[src/common/clk_ctl_pkg.sv]
package clk_ctl_pkg;

   // Core clock rate in kHz; lock times below are in milliseconds.
   localparam int CLK_KHZ           = 20000;
   localparam int LOCK_FRAME_MS     = 80;
   localparam int LOCK_BIT_FAST_MS  = 2;
   localparam int LOCK_BIT_SLOW_MS  = 4;
   localparam int LOCK_MCLK_MS      = 40;
   localparam int LOCK_MCLK_SLOW_MS = 60;
   localparam int LOCK_W            = 21;

   localparam logic [20:0] LOCK_FRAME_CYCLES =
      21'(LOCK_FRAME_MS * CLK_KHZ);
   localparam logic [20:0] LOCK_BIT_FAST_CYCLES =
      21'(LOCK_BIT_FAST_MS * CLK_KHZ);
   localparam logic [20:0] LOCK_BIT_SLOW_CYCLES =
      21'(LOCK_BIT_SLOW_MS * CLK_KHZ);
   localparam logic [20:0] LOCK_MCLK_CYCLES =
      21'(LOCK_MCLK_MS * CLK_KHZ);
   localparam logic [20:0] LOCK_MCLK_SLOW_CYCLES =
      21'(LOCK_MCLK_SLOW_MS * CLK_KHZ);

   // A reference with no edge for this many cycles counts as absent.
   localparam logic [12:0] REF_TIMEOUT_CYCLES = 13'h1000;

   // Phase counter runs on a 512fs tick, so one wrap is one frame.
   localparam int         PHASE_W      = 9;
   localparam logic [8:0] PHASE_RESET  = 9'h000;
   localparam logic [8:0] HALF_32FS    = 9'h008;
   localparam logic [8:0] HALF_64FS    = 9'h004;
   localparam logic [8:0] SHORT_TICKS  = 9'h002;
   localparam int         FRAME_BIT    = 8;
   localparam int         BCLK32_BIT   = 3;
   localparam int         BCLK64_BIT   = 2;

   localparam logic [3:0] REF_FRAME_1FS  = 4'h0;
   localparam logic [3:0] REF_BIT_32FS   = 4'h2;
   localparam logic [3:0] REF_BIT_64FS   = 4'h3;
   localparam logic [3:0] REF_MCLK_11M29 = 4'h4;
   localparam logic [3:0] REF_MCLK_12M29 = 4'h5;
   localparam logic [3:0] REF_MCLK_12M   = 4'h6;
   localparam logic [3:0] REF_MCLK_24M   = 4'h7;
   localparam logic [3:0] REF_MCLK_19M2  = 4'h8;
   localparam logic [3:0] REF_MCLK_12M_LJ = 4'h9;
   localparam logic [3:0] REF_MCLK_13M5  = 4'hc;
   localparam logic [3:0] REF_MCLK_27M   = 4'hd;
   localparam logic [3:0] REF_MCLK_13M   = 4'he;
   localparam logic [3:0] REF_MCLK_26M   = 4'hf;

   localparam logic [1:0] BCLK_RATE_32FS = 2'h1;
   localparam logic [1:0] BCLK_RATE_64FS = 2'h2;

   typedef enum logic [1:0] {
      SRC_NONE,
      SRC_FRAME,
      SRC_BIT,
      SRC_MCLK
   } ref_src_e;

   typedef struct packed {
      ref_src_e   src;
      logic [3:0] ref_code;
      logic [3:0] rate_code;
      logic [1:0] rate_range;
      logic       rate_offset;
      logic       valid;
   } pll_cfg_s;

   function automatic ref_src_e ref_source(input logic [3:0] code);
      ref_src_e s;
      s = SRC_NONE;
      if (code == REF_FRAME_1FS)
         s = SRC_FRAME;
      else if (code == REF_BIT_32FS || code == REF_BIT_64FS)
         s = SRC_BIT;
      else if (code >= REF_MCLK_11M29 && code <= REF_MCLK_12M_LJ)
         s = SRC_MCLK;
      else if (code >= REF_MCLK_13M5)
         s = SRC_MCLK;
      return s;
   endfunction : ref_source

   function automatic logic rate_code_ok(input logic [3:0] r);
      return (r[3] == 1'b0) || (r[1] == 1'b1);
   endfunction : rate_code_ok

endpackage : clk_ctl_pkg

[src/hdl/audio_clock_gen.sv]
module audio_clock_gen
(
   input  wire logic       core_clk_i,
   input  wire logic       nrst_i,
   input  wire logic       tick_i,
   input  wire logic       run_i,
   input  wire logic [1:0] mclk_div_i,
   input  wire logic [1:0] bclk_rate_i,
   input  wire logic       short_first_i,
   output logic            mclk_o,
   output logic            bclk_o,
   output logic            frame_o
);

   logic [8:0] phase_reg;
   logic [8:0] phase_next;
   logic       running_reg;
   logic       running_next;
   logic       first_reg;
   logic       first_next;
   logic       bclk_raw;
   logic [8:0] half;
   logic       mask;

   always_comb
   begin
      half = (bclk_rate_i == clk_ctl_pkg::BCLK_RATE_64FS) ?
             clk_ctl_pkg::HALF_64FS : clk_ctl_pkg::HALF_32FS;
      unique case (bclk_rate_i)
         clk_ctl_pkg::BCLK_RATE_32FS:
            bclk_raw = phase_reg[clk_ctl_pkg::BCLK32_BIT];   // RULE21
         clk_ctl_pkg::BCLK_RATE_64FS:
            bclk_raw = phase_reg[clk_ctl_pkg::BCLK64_BIT];   // RULE21
         default:
            bclk_raw = 1'b0;
      endcase
      phase_next   = phase_reg;
      running_next = run_i;
      first_next   = first_reg;
      // Restart at phase zero so the first frame carries left data.
      if (run_i && !running_reg)
      begin
         phase_next = clk_ctl_pkg::PHASE_RESET;                // RULE14
         first_next = 1'b1;
      end
      else if (tick_i)
      begin
         phase_next = 9'(phase_reg + 9'h001);
      end
      if (running_reg && phase_reg >= 9'(half << 1))
      begin
         first_next = 1'b0;
      end
   end

   always_ff @(posedge core_clk_i or negedge nrst_i)
   begin
      if (!nrst_i)
      begin
         phase_reg   <= clk_ctl_pkg::PHASE_RESET;
         running_reg <= 1'b0;
         first_reg   <= 1'b0;
      end
      else
      begin
         phase_reg   <= phase_next;
         running_reg <= running_next;
         first_reg   <= first_next;
      end
   end

   // The first high pulse loses two ticks when asked to.
   assign mask    = first_reg && short_first_i &&
                    (phase_reg < 9'(half + clk_ctl_pkg::SHORT_TICKS)); // RULE15
   assign bclk_o  = running_reg && bclk_raw && !mask;
   assign frame_o = running_reg && !phase_reg[clk_ctl_pkg::FRAME_BIT]; // RULE13
   assign mclk_o  = phase_reg[mclk_div_i];                           // RULE20

endmodule : audio_clock_gen

[src/hdl/pll_clock_mode_ctl.sv]
// Functional notes
// RULE1 - PLL enable derives clocks from selected reference
// RULE2 - Unlocked for lock time after enable/rate change
// RULE3 - Code 0000: frame clock reference, 80ms lock
// RULE4 - Codes 0010/0011: bit clock reference, 2/4ms
// RULE5 - Codes 0100-0111: master clock input, 40ms
// RULE6 - 1000 is 19.2MHz; 1001 low-jitter 12MHz
// RULE7 - 1100/1101 40ms; 1110/1111 60ms lock
// RULE8 - Master-clock reference: 8k to 48k rate codes
// RULE9 - 44.1k family codes; offset under 1001
// RULE10 - Pin reference: rate range from upper bits
// RULE11 - Master first lock: bit/frame low, mclk irregular
// RULE12 - Master relock: clock outputs are invalid
// RULE13 - Master locked: 1fs frame, selected bit clock
// RULE14 - DSP mode 0 starts on left channel
// RULE15 - First bit clock pulse may be shortened
// RULE16 - Software disables PLL before rate change
// RULE17 - Slave: mclk invalid then divided clock
// RULE18 - Samples invalid while unlocked
// RULE19 - Master role drives bit and frame clocks
// RULE20 - Divider gives 256/128/64/32fs master clock
// RULE21 - Bit clock rate 01 32fs, 10 64fs
// RULE22 - Unsupported select codes are not used
// RULE23 - Lock modelled by a counter per reference
module pll_clock_mode_ctl
#(
   parameter logic [20:0] LOCK_FRAME_CYC     =
      clk_ctl_pkg::LOCK_FRAME_CYCLES,
   parameter logic [20:0] LOCK_BIT_FAST_CYC  =
      clk_ctl_pkg::LOCK_BIT_FAST_CYCLES,
   parameter logic [20:0] LOCK_BIT_SLOW_CYC  =
      clk_ctl_pkg::LOCK_BIT_SLOW_CYCLES,
   parameter logic [20:0] LOCK_MCLK_CYC      =
      clk_ctl_pkg::LOCK_MCLK_CYCLES,
   parameter logic [20:0] LOCK_MCLK_SLOW_CYC =
      clk_ctl_pkg::LOCK_MCLK_SLOW_CYCLES
)
(
   input  wire logic           core_clk_i,
   input  wire logic           nrst_i,
   input  wire logic           pll_tick_i,
   input  wire logic           pll_power_enable_i,
   input  wire logic           master_select_i,
   input  wire logic [3:0]     pll_ref_select_i,
   input  wire logic [3:0]     rate_select_i,
   input  wire logic           bclk_filter_slow_i,
   input  wire logic           mclk_out_enable_i,
   input  wire logic [1:0]     mclk_out_divider_i,
   input  wire logic [1:0]     bit_clock_rate_i,
   input  wire logic           dsp_mode0_i,
   input  wire logic           dsp_msb_position_i,
   input  wire logic           bit_clock_polarity_i,
   input  wire logic           mclk_in_i,
   input  wire logic           bit_clock_i,
   input  wire logic           frame_clock_i,
   output logic                mclk_out_o,
   output logic                bit_clock_o,
   output logic                bit_clock_oe_o,
   output logic                frame_clock_o,
   output logic                frame_clock_oe_o,
   output logic                pll_locked_o,
   output logic                samples_valid_o,
   output logic                ref_present_o,
   output clk_ctl_pkg::pll_cfg_s clk_cfg_o
);

   typedef enum logic [1:0] {
      ST_OFF,
      ST_FIRST_LOCK,
      ST_LOCKED,
      ST_RELOCK
   } lock_state_e;

   lock_state_e           state_reg;
   lock_state_e           state_next;
   logic [20:0]           lock_cnt_reg;
   logic [20:0]           lock_cnt_next;
   logic [3:0]            rate_seen_reg;
   logic [3:0]            ref_seen_reg;
   logic [2:0]            pin_meta_reg;
   logic [2:0]            pin_sync_reg;
   logic [2:0]            pin_last_reg;
   logic [12:0]           ref_idle_reg;
   logic [12:0]           ref_idle_next;
   logic                  mclk_out_reg;
   logic                  mclk_out_next;
   logic                  bclk_reg;
   logic                  bclk_next;
   logic                  frame_reg;
   logic                  frame_next;
   logic                  oe_reg;
   clk_ctl_pkg::pll_cfg_s cfg_reg;
   clk_ctl_pkg::pll_cfg_s cfg_next;
   clk_ctl_pkg::ref_src_e src;
   logic                  ref_edge;
   logic                  ref_ok;
   logic                  cfg_change;
   logic [20:0]           lock_target;
   logic                  gen_run;
   logic                  gen_mclk;
   logic                  gen_bclk;
   logic                  gen_frame;

   // Lock time for each reference choice, in core clock cycles.
   function automatic logic [20:0] lock_cycles(input logic [3:0] code,
                                               input logic slow);
      logic [20:0] c;
      c = LOCK_MCLK_CYC;                                      // RULE5
      if (code == clk_ctl_pkg::REF_FRAME_1FS)
         c = LOCK_FRAME_CYC;                                  // RULE3
      else if (code == clk_ctl_pkg::REF_BIT_32FS ||
               code == clk_ctl_pkg::REF_BIT_64FS)
         c = slow ? LOCK_BIT_SLOW_CYC : LOCK_BIT_FAST_CYC;    // RULE4
      else if (code == clk_ctl_pkg::REF_MCLK_13M ||
               code == clk_ctl_pkg::REF_MCLK_26M)
         c = LOCK_MCLK_SLOW_CYC;                              // RULE7
      return c;
   endfunction : lock_cycles

   // Reference pins come from outside: two flops, then edge detect.
   always_ff @(posedge core_clk_i or negedge nrst_i)
   begin
      if (!nrst_i)
      begin
         pin_meta_reg <= 3'h0;
         pin_sync_reg <= 3'h0;
         pin_last_reg <= 3'h0;
      end
      else
      begin
         pin_meta_reg <= {mclk_in_i, bit_clock_i, frame_clock_i};
         pin_sync_reg <= pin_meta_reg;
         pin_last_reg <= pin_sync_reg;
      end
   end

   always_comb
   begin
      src = clk_ctl_pkg::ref_source(pll_ref_select_i);        // RULE1
      unique case (src)
         clk_ctl_pkg::SRC_FRAME:
            ref_edge = pin_sync_reg[0] && !pin_last_reg[0];   // RULE3
         clk_ctl_pkg::SRC_BIT:
            ref_edge = pin_sync_reg[1] && !pin_last_reg[1];   // RULE4
         clk_ctl_pkg::SRC_MCLK:
            ref_edge = pin_sync_reg[2] && !pin_last_reg[2];   // RULE5
         clk_ctl_pkg::SRC_NONE:
            ref_edge = 1'b0;
      endcase
      ref_idle_next = ref_idle_reg;
      if (ref_edge)
         ref_idle_next = 13'h0000;
      else if (ref_idle_reg < clk_ctl_pkg::REF_TIMEOUT_CYCLES)
         ref_idle_next = 13'(ref_idle_reg + 13'h0001);
   end

   assign ref_ok = ref_idle_reg < clk_ctl_pkg::REF_TIMEOUT_CYCLES;

   // Configuration decode seen by the analog loop and the ADC.
   always_comb
   begin
      cfg_next.src         = src;
      cfg_next.ref_code    = pll_ref_select_i;                // RULE6
      cfg_next.rate_code   = rate_select_i;                   // RULE8
      cfg_next.rate_range  = rate_select_i[3] ? 2'h2 :
                             {1'b0, rate_select_i[2]};        // RULE10
      cfg_next.rate_offset = (src == clk_ctl_pkg::SRC_MCLK) &&
         (pll_ref_select_i == clk_ctl_pkg::REF_MCLK_12M_LJ) &&
         rate_select_i[2];                                    // RULE9
      cfg_next.valid = (src != clk_ctl_pkg::SRC_NONE) &&
         ((src != clk_ctl_pkg::SRC_MCLK) ||
          clk_ctl_pkg::rate_code_ok(rate_select_i));          // RULE8
   end

   assign cfg_change  = (rate_select_i != rate_seen_reg) ||
                        (pll_ref_select_i != ref_seen_reg);
   assign lock_target = lock_cycles(pll_ref_select_i, bclk_filter_slow_i);

   always_comb
   begin
      state_next    = state_reg;
      lock_cnt_next = lock_cnt_reg;
      if (!pll_power_enable_i)
      begin
         state_next    = ST_OFF;
         lock_cnt_next = 21'h000000;
      end
      else
      begin
         unique case (state_reg)
            ST_OFF:
            begin
               state_next    = ST_FIRST_LOCK;                 // RULE2
               lock_cnt_next = 21'h000000;
            end
            ST_FIRST_LOCK, ST_RELOCK:
            begin
               if (cfg_change)
                  lock_cnt_next = 21'h000000;                 // RULE2
               else if (ref_ok)
               begin
                  if (lock_cnt_reg >= 21'(lock_target - 21'h000001))
                     state_next = ST_LOCKED;                  // RULE23
                  else
                     lock_cnt_next = 21'(lock_cnt_reg + 21'h000001);
               end
            end
            ST_LOCKED:
            begin
               if (cfg_change)
               begin
                  state_next    = ST_RELOCK;                  // RULE2
                  lock_cnt_next = 21'h000000;
               end
            end
         endcase
      end
   end

   assign gen_run = (state_reg == ST_LOCKED) ||
                    (state_reg == ST_RELOCK);

   audio_clock_gen u_gen
   (
      .core_clk_i    (core_clk_i),
      .nrst_i        (nrst_i),
      .tick_i        (pll_tick_i),
      .run_i         (gen_run),
      .mclk_div_i    (mclk_out_divider_i),
      .bclk_rate_i   (bit_clock_rate_i),
      .short_first_i (dsp_mode0_i &&
                      (dsp_msb_position_i != bit_clock_polarity_i)),
      .mclk_o        (gen_mclk),
      .bclk_o        (gen_bclk),
      .frame_o       (gen_frame)
   );

   // Before first lock the frame and bit clocks are held low; during
   // a relock they keep running but carry no valid timing.
   always_comb
   begin
      mclk_out_next = mclk_out_enable_i && (state_reg != ST_OFF) &&
                      gen_mclk;                               // RULE17
      bclk_next  = 1'b0;                                      // RULE16
      frame_next = 1'b0;
      if (master_select_i && gen_run)
      begin
         bclk_next  = gen_bclk;                               // RULE12
         frame_next = gen_frame;                              // RULE13
      end
   end

   always_ff @(posedge core_clk_i or negedge nrst_i)
   begin
      if (!nrst_i)
      begin
         state_reg     <= ST_OFF;
         lock_cnt_reg  <= 21'h000000;
         rate_seen_reg <= 4'h0;
         ref_seen_reg  <= 4'h0;
         ref_idle_reg  <= clk_ctl_pkg::REF_TIMEOUT_CYCLES;
         mclk_out_reg  <= 1'b0;
         bclk_reg      <= 1'b0;
         frame_reg     <= 1'b0;
         oe_reg        <= 1'b0;
         cfg_reg       <= '0;
      end
      else
      begin
         state_reg     <= state_next;
         lock_cnt_reg  <= lock_cnt_next;
         rate_seen_reg <= rate_select_i;
         ref_seen_reg  <= pll_ref_select_i;
         ref_idle_reg  <= ref_idle_next;
         mclk_out_reg  <= mclk_out_next;                      // RULE11
         bclk_reg      <= bclk_next;                          // RULE11
         frame_reg     <= frame_next;
         oe_reg        <= master_select_i;                    // RULE19
         cfg_reg       <= cfg_next;
      end
   end

   assign mclk_out_o       = mclk_out_reg;
   assign bit_clock_o      = bclk_reg;
   assign frame_clock_o    = frame_reg;
   assign bit_clock_oe_o   = oe_reg;
   assign frame_clock_oe_o = oe_reg;
   assign pll_locked_o     = (state_reg == ST_LOCKED);
   assign samples_valid_o  = (state_reg == ST_LOCKED);         // RULE18
   assign ref_present_o    = ref_ok;
   assign clk_cfg_o        = cfg_reg;

   property p_off_low;
      @(posedge core_clk_i) disable iff (!nrst_i)
      !pll_power_enable_i ##1 !pll_power_enable_i |=>
         !bit_clock_o && !frame_clock_o && !mclk_out_o;
   endproperty
   a_off_low: assert property (p_off_low) // RULE16
      else $error("clock output active with PLL disabled");

   property p_first_lock_low;
      @(posedge core_clk_i) disable iff (!nrst_i)
      state_reg == ST_FIRST_LOCK |=> !bit_clock_o && !frame_clock_o;
   endproperty
   a_first_lock_low: assert property (p_first_lock_low) // RULE11
      else $error("bit or frame clock toggles before first lock");

   property p_mclk_gated;
      @(posedge core_clk_i) disable iff (!nrst_i)
      !mclk_out_enable_i |=> !mclk_out_o;
   endproperty
   a_mclk_gated: assert property (p_mclk_gated) // RULE17
      else $error("master clock output high while disabled");

   property p_slave_no_drive;
      @(posedge core_clk_i) disable iff (!nrst_i)
      !master_select_i |=> !bit_clock_oe_o && !frame_clock_oe_o &&
                           !bit_clock_o && !frame_clock_o;
   endproperty
   a_slave_no_drive: assert property (p_slave_no_drive) // RULE19
      else $error("slave role drives bit or frame clock");

   property p_no_early_lock;
      @(posedge core_clk_i) disable iff (!nrst_i)
      $rose(pll_power_enable_i) |=> !pll_locked_o [*8];
   endproperty
   a_no_early_lock: assert property (p_no_early_lock) // RULE2
      else $error("lock reported too soon after enable");

   property p_rate_change_unlocks;
      @(posedge core_clk_i) disable iff (!nrst_i)
      pll_locked_o && pll_power_enable_i &&
      rate_select_i != rate_seen_reg |=> !pll_locked_o ##1 !pll_locked_o;
   endproperty
   a_rate_change_unlocks: assert property (p_rate_change_unlocks) // RULE2
      else $error("rate change did not drop lock");

   property p_samples_follow_lock;
      @(posedge core_clk_i) disable iff (!nrst_i)
      !pll_power_enable_i |=> !samples_valid_o;
   endproperty
   a_samples_follow_lock: assert property (p_samples_follow_lock) // RULE18
      else $error("samples marked valid while unlocked");

   property p_left_first;
      @(posedge core_clk_i) disable iff (!nrst_i)
      state_reg == ST_FIRST_LOCK ##1 state_reg == ST_LOCKED &&
      master_select_i |-> ##2 (frame_clock_o || !master_select_i);
   endproperty
   a_left_first: assert property (p_left_first) // RULE14
      else $error("first frame after lock is not left channel");

   property p_range_decode;
      @(posedge core_clk_i) disable iff (!nrst_i)
      1'b1 |=> clk_cfg_o.rate_range ==
         ($past(rate_select_i[3]) ? 2'h2 : {1'b0, $past(rate_select_i[2])});
   endproperty
   a_range_decode: assert property (p_range_decode) // RULE10
      else $error("rate range decode wrong");

   property p_lock_needs_count;
      @(posedge core_clk_i) disable iff (!nrst_i)
      $rose(pll_locked_o) |-> $past(lock_cnt_reg) >= 21'(lock_target - 1);
   endproperty
   a_lock_needs_count: assert property (p_lock_needs_count) // RULE23
      else $error("lock reached before lock time elapsed");

endmodule : pll_clock_mode_ctl
[config.mk]
export PLATFORM = sky130hd
export DESIGN_NAME = pll_clock_mode_ctl
export DESIGN_NICKNAME = d
export VERILOG_FILES = /design/src/common/clk_ctl_pkg.sv /design/src/hdl/audio_clock_gen.sv /design/src/hdl/pll_clock_mode_ctl.sv
export SDC_FILE = /design/constraint.sdc
export NUM_CORES = 1
export LEC_CHECK = 0
export ABC_AREA = 1
export BUFFER_PORTS_ARGS = -buffer_cell sky130_fd_sc_hd__buf_2
export CAP_MARGIN = 30
export CORE_MARGIN = 1.5
export CORE_UTILIZATION = 53
export DETAILED_ROUTE_END_ITERATION = 6
export HOLD_SLACK_MARGIN = 0.02
export MAX_ROUTING_LAYER = met4
export PLACE_DENSITY_LB_ADDON = 0.15
export SYNTH_ARGS = -nofsm -noshare
export SYNTH_HDL_FRONTEND = slang
export SYNTH_HIERARCHICAL = 1
export SYNTH_SLANG_ARGS = --single-unit
[constraint.sdc]
create_clock -name core_clk_i -period 1.9 [get_ports core_clk_i]
set_clock_uncertainty 0.05 [all_clocks]
set_input_delay 0.475 -clock core_clk_i [delete_from_list [all_inputs] [get_ports core_clk_i]]
set_output_delay 0.475 -clock core_clk_i [all_outputs]
set_load 0.01 [all_outputs]
==> flow_summary.json <==
{
  "crit_fanout": 6,
  "cp.required_ns": 2.09,
  "ys_seq_elements": 73,
  "fp-row-count": 32,
  "worstMarginPinSlew_ns": 0.506,
  "slew_violations": 0,
  "clockBufferDepth": 2,
  "avgSynthCellArea_um2": 7.75,
  "status": "finished, violations left",
  "largest_register_ffs": 21,
  "synth_edf_count": 0,
  "die_w_um": 92.9,
  "ant_nets": 0,
  "fmax_ghz": 0.371,
  "wl_met1_um": 4490,
  "routed-wl-met3_um": 376,
  "ys_types": 34,
  "insertion_delay_ns": 0.35,
  "drtIter0Drc": 199,
  "end_kind": "flop",
  "design_area_um2": 5620,
  "routabilityCongestion": 0.912,
  "syn_to_final_growth_pct": 31.1,
  "synth_top_family_by_area": "simple AND/OR/NAND/NOR gates",
  "setup_viol": 23,
  "netlist_instances": 553,
  "rsz0062_at_grt": "yes",
  "crit_path_top_delay_cell": "ha_1",
  "dr_wl_met2_um": 5310,
  "design.die.area_um2": 8630,
  "powerDensity_nw_per_um2": 676,
  "drive_above_1_share_pct": 28.3,
  "path_class": "primary input to flop",
  "maxSlewHeadroom_pct": 65.9,
  "grt_max_degree": 74,
  "yosysMostFrequentCell": "nand2_1",
  "dp_slack_ns": -1.23,
  "dr.pass1.iters": 4,
  "vdd_ir_drop_max_uv": 399,
  "viasPerCell": 5.17,
  "start_util_pct": 55.2,
  "netlist_area_um2": 4280,
  "synth_xor_area_share_pct": 2.66,
  "ctsHoldBuffers": 0,
  "setup_ws_ns": -0.797,
  "hold_violations": 0,
  "synthMuxAreaShare_pct": 0,
  "power.leakage_nw": 2.78,
  "timing.critical_path.mode_cell": "nand2_1",
  "io_buffer_count": 46,
  "route.detailed.drc": 0,
  "synthArstFlopShare_pct": 100,
  "io_pins": 47,
  "grt_antenna_before_repair": 0,
  "synth_area_leaders": "dfrtp_1, nand2_1, ha_1",
  "grt_overflow": 0,
  "period_minus_slack_ns": 2.70,
  "htreeDepth": 3,
  "start_kind": "primary input",
  "cts_buffers": 9,
  "hold_class": "primary input to asynchronous set/reset pin",
  "regArea_um2": 1830,
  "track_usage_pct": 26.0,
  "yosysTopAreaCellShare_pct": 42.1,
  "num_vias": 4025,
  "seq_area_frac_synth_pct": 42.7,
  "arrival_ns": 2.89,
  "dp_hpwl_um": 7540,
  "fin_nets": 723,
  "wl_per_cell_um": 13.3,
  "synthAdderAreaFrac_pct": 7.89,
  "post-route-period-util_pct": 142,
  "place_area_um2": 5080,
  "violations": "setup timing",
  "placedCellCount": 751,
  "synth-simple-area-share_pct": 29.9,
  "cts_tree": "yes",
  "ys.flop_type": "dfrtp_1",
  "synthTopCellsByCount": "nand2_1, inv_1, dfrtp_1",
  "fin_cells": 778,
  "synth_compound_area_share_pct": 7.97,
  "multi_input_area_um2": 2240,
  "wirelength_um": 10400,
  "antennaDiodeCount": 0,
  "die_h_um": 92.9,
  "power.total_mw": 3.80,
  "fillers": 614,
  "fin_tns_setup_ns": -17.15,
  "grt_pass1_vias": 3901,
  "grt_pass1_wl_um": 17200,
  "cp_cell_sequence": "buf_8 -> inv_8 -> nand2_8 -> buf_4 -> nor3_2 -> inv_1 -> nand2_1 -> inv_1 -> ha_1 -> nand2_1 -> nor2_2 -> nand2_1 -> nor2_1 -> nand2_1 -> nand3_2 -> nor2_4 -> nand2_4 -> nand2_8 -> clkbuf_16 -> a21oi_2 -> nor2_1",
  "clock-sinks": 73,
  "top_layer": "met4",
  "ctsRootBufferMaster": "clkbuf_8",
  "synth.largest_area_cell": "dfrtp_1",
  "syn_nets": 605,
  "slowest_delay_ns": 0.31,
  "clkTransAtPathRegs_ns": 0.08,
  "yosys_warnings": 6,
  "drv_cap": 0,
  "core_area_um2": 7770
}
==> kinds of logic after synthesis <==
kind of cell,after synthesis
adders and majority gates,27
DFF,73
xor gates and xnor gates,13
AOI/OAI and AO/OA,65
and+or+nand+nor,281
buffers and inverters,94
==> final cells by class <==
class                   count  area share (%)
multi-input cells         386            40.0
flip-flops and latches     73            32.6
repair buffers            115            15.1
inverters                  86            6.26
well taps                 102            2.27
clock buffers               9            2.21
clock inverters             7            1.69
==> report_power, final <==
part           switching, mW  leakage (nW)  internal, mW
clock network          0.594         0.109         0.738
registers              0.124         0.944          1.68
logic                  0.383          1.73         0.282
total                   1.10          2.78          2.69
==> worst max-delay path, delay by kind of cell <==
kind	cells	cell delay [ns]
buf+inv	6	0.67
compound gates	1	0.11
fa+ha+maj	1	0.31
simple gates	13	1.32
==> worst paths after layout <==
| check | start | end | slack (ns) | depth (start not counted) |
|---|---|---|---|---|
| worst max-delay path | pll_ref_select_i[3] | lock_cnt_reg[18] | -0.80 | 21 |
| worst min-delay path | nrst_i | u_gen/phase_reg[0] | 0.08 | 2 |
| worst max register to register | lock_cnt_reg[19] | lock_cnt_reg[18] | -0.25 | 13 |
| worst min register to register | pin_meta_reg[1] | pin_sync_reg[1] | 0.30 | 0 |
| max in group asynchronous | nrst_i | ref_idle_reg[12] | 1.37 | 2 |
| min in group core_clk_i | frame_clock_i | pin_meta_reg[0] | 0.18 | 1 |
==> placed cells by master, fill, tap and decap left out, types with 5 or more instances in the layout <==
master,netlist,layout
buf_2,2,43
inv_2,6,7
xor2_1,5,5
o21ai_0,18,13
clkbuf_8,0,9
inv_1,80,76
nor2_1,65,62
dfrtp_1,72,72
nand3_1,32,27
ha_1,27,26
buf_4,3,64
nor3_1,20,19
nand4_1,14,14
nand3_2,2,6
xnor2_1,8,7
a21oi_1,37,27
nand2_2,6,8
o21ai_1,4,7
nor2_2,5,6
nand2_1,122,117
a21oi_2,0,10
==> routing by layer <==
| metal | track usage, % | vias up |
|---|---|---|
| met2 | 43.7 | 78 |
| met3 | 3.86 | 15 |
| li1 | - | 2024 |
| met1 | 31.3 | 1908 |
| met5 | - | - |
| met4 | 10.9 | 0 |
==> metrics by stage <==
step | hold WS [ns] | utilization [%]
detailed placement | 0.289 | 65.4
global route | 0.118 | 72.3
floorplan | 0.129 | -
CTS | 0.104 | 70.5
global placement | 0.287 | 65.4
finish | 0.0820 | 72.3
==> repair_timing <==
action / 4_1_cts / 5_1_grt
pin swaps: 10 / 18
buffers inserted: 8 / 2
endpoints found under the hold margin: 0 / 0
setup endpoints to repair: 23 / 25
cloned: 1 / 1
resized for setup: 27 / 26
(Power assumes the default switching activity.)
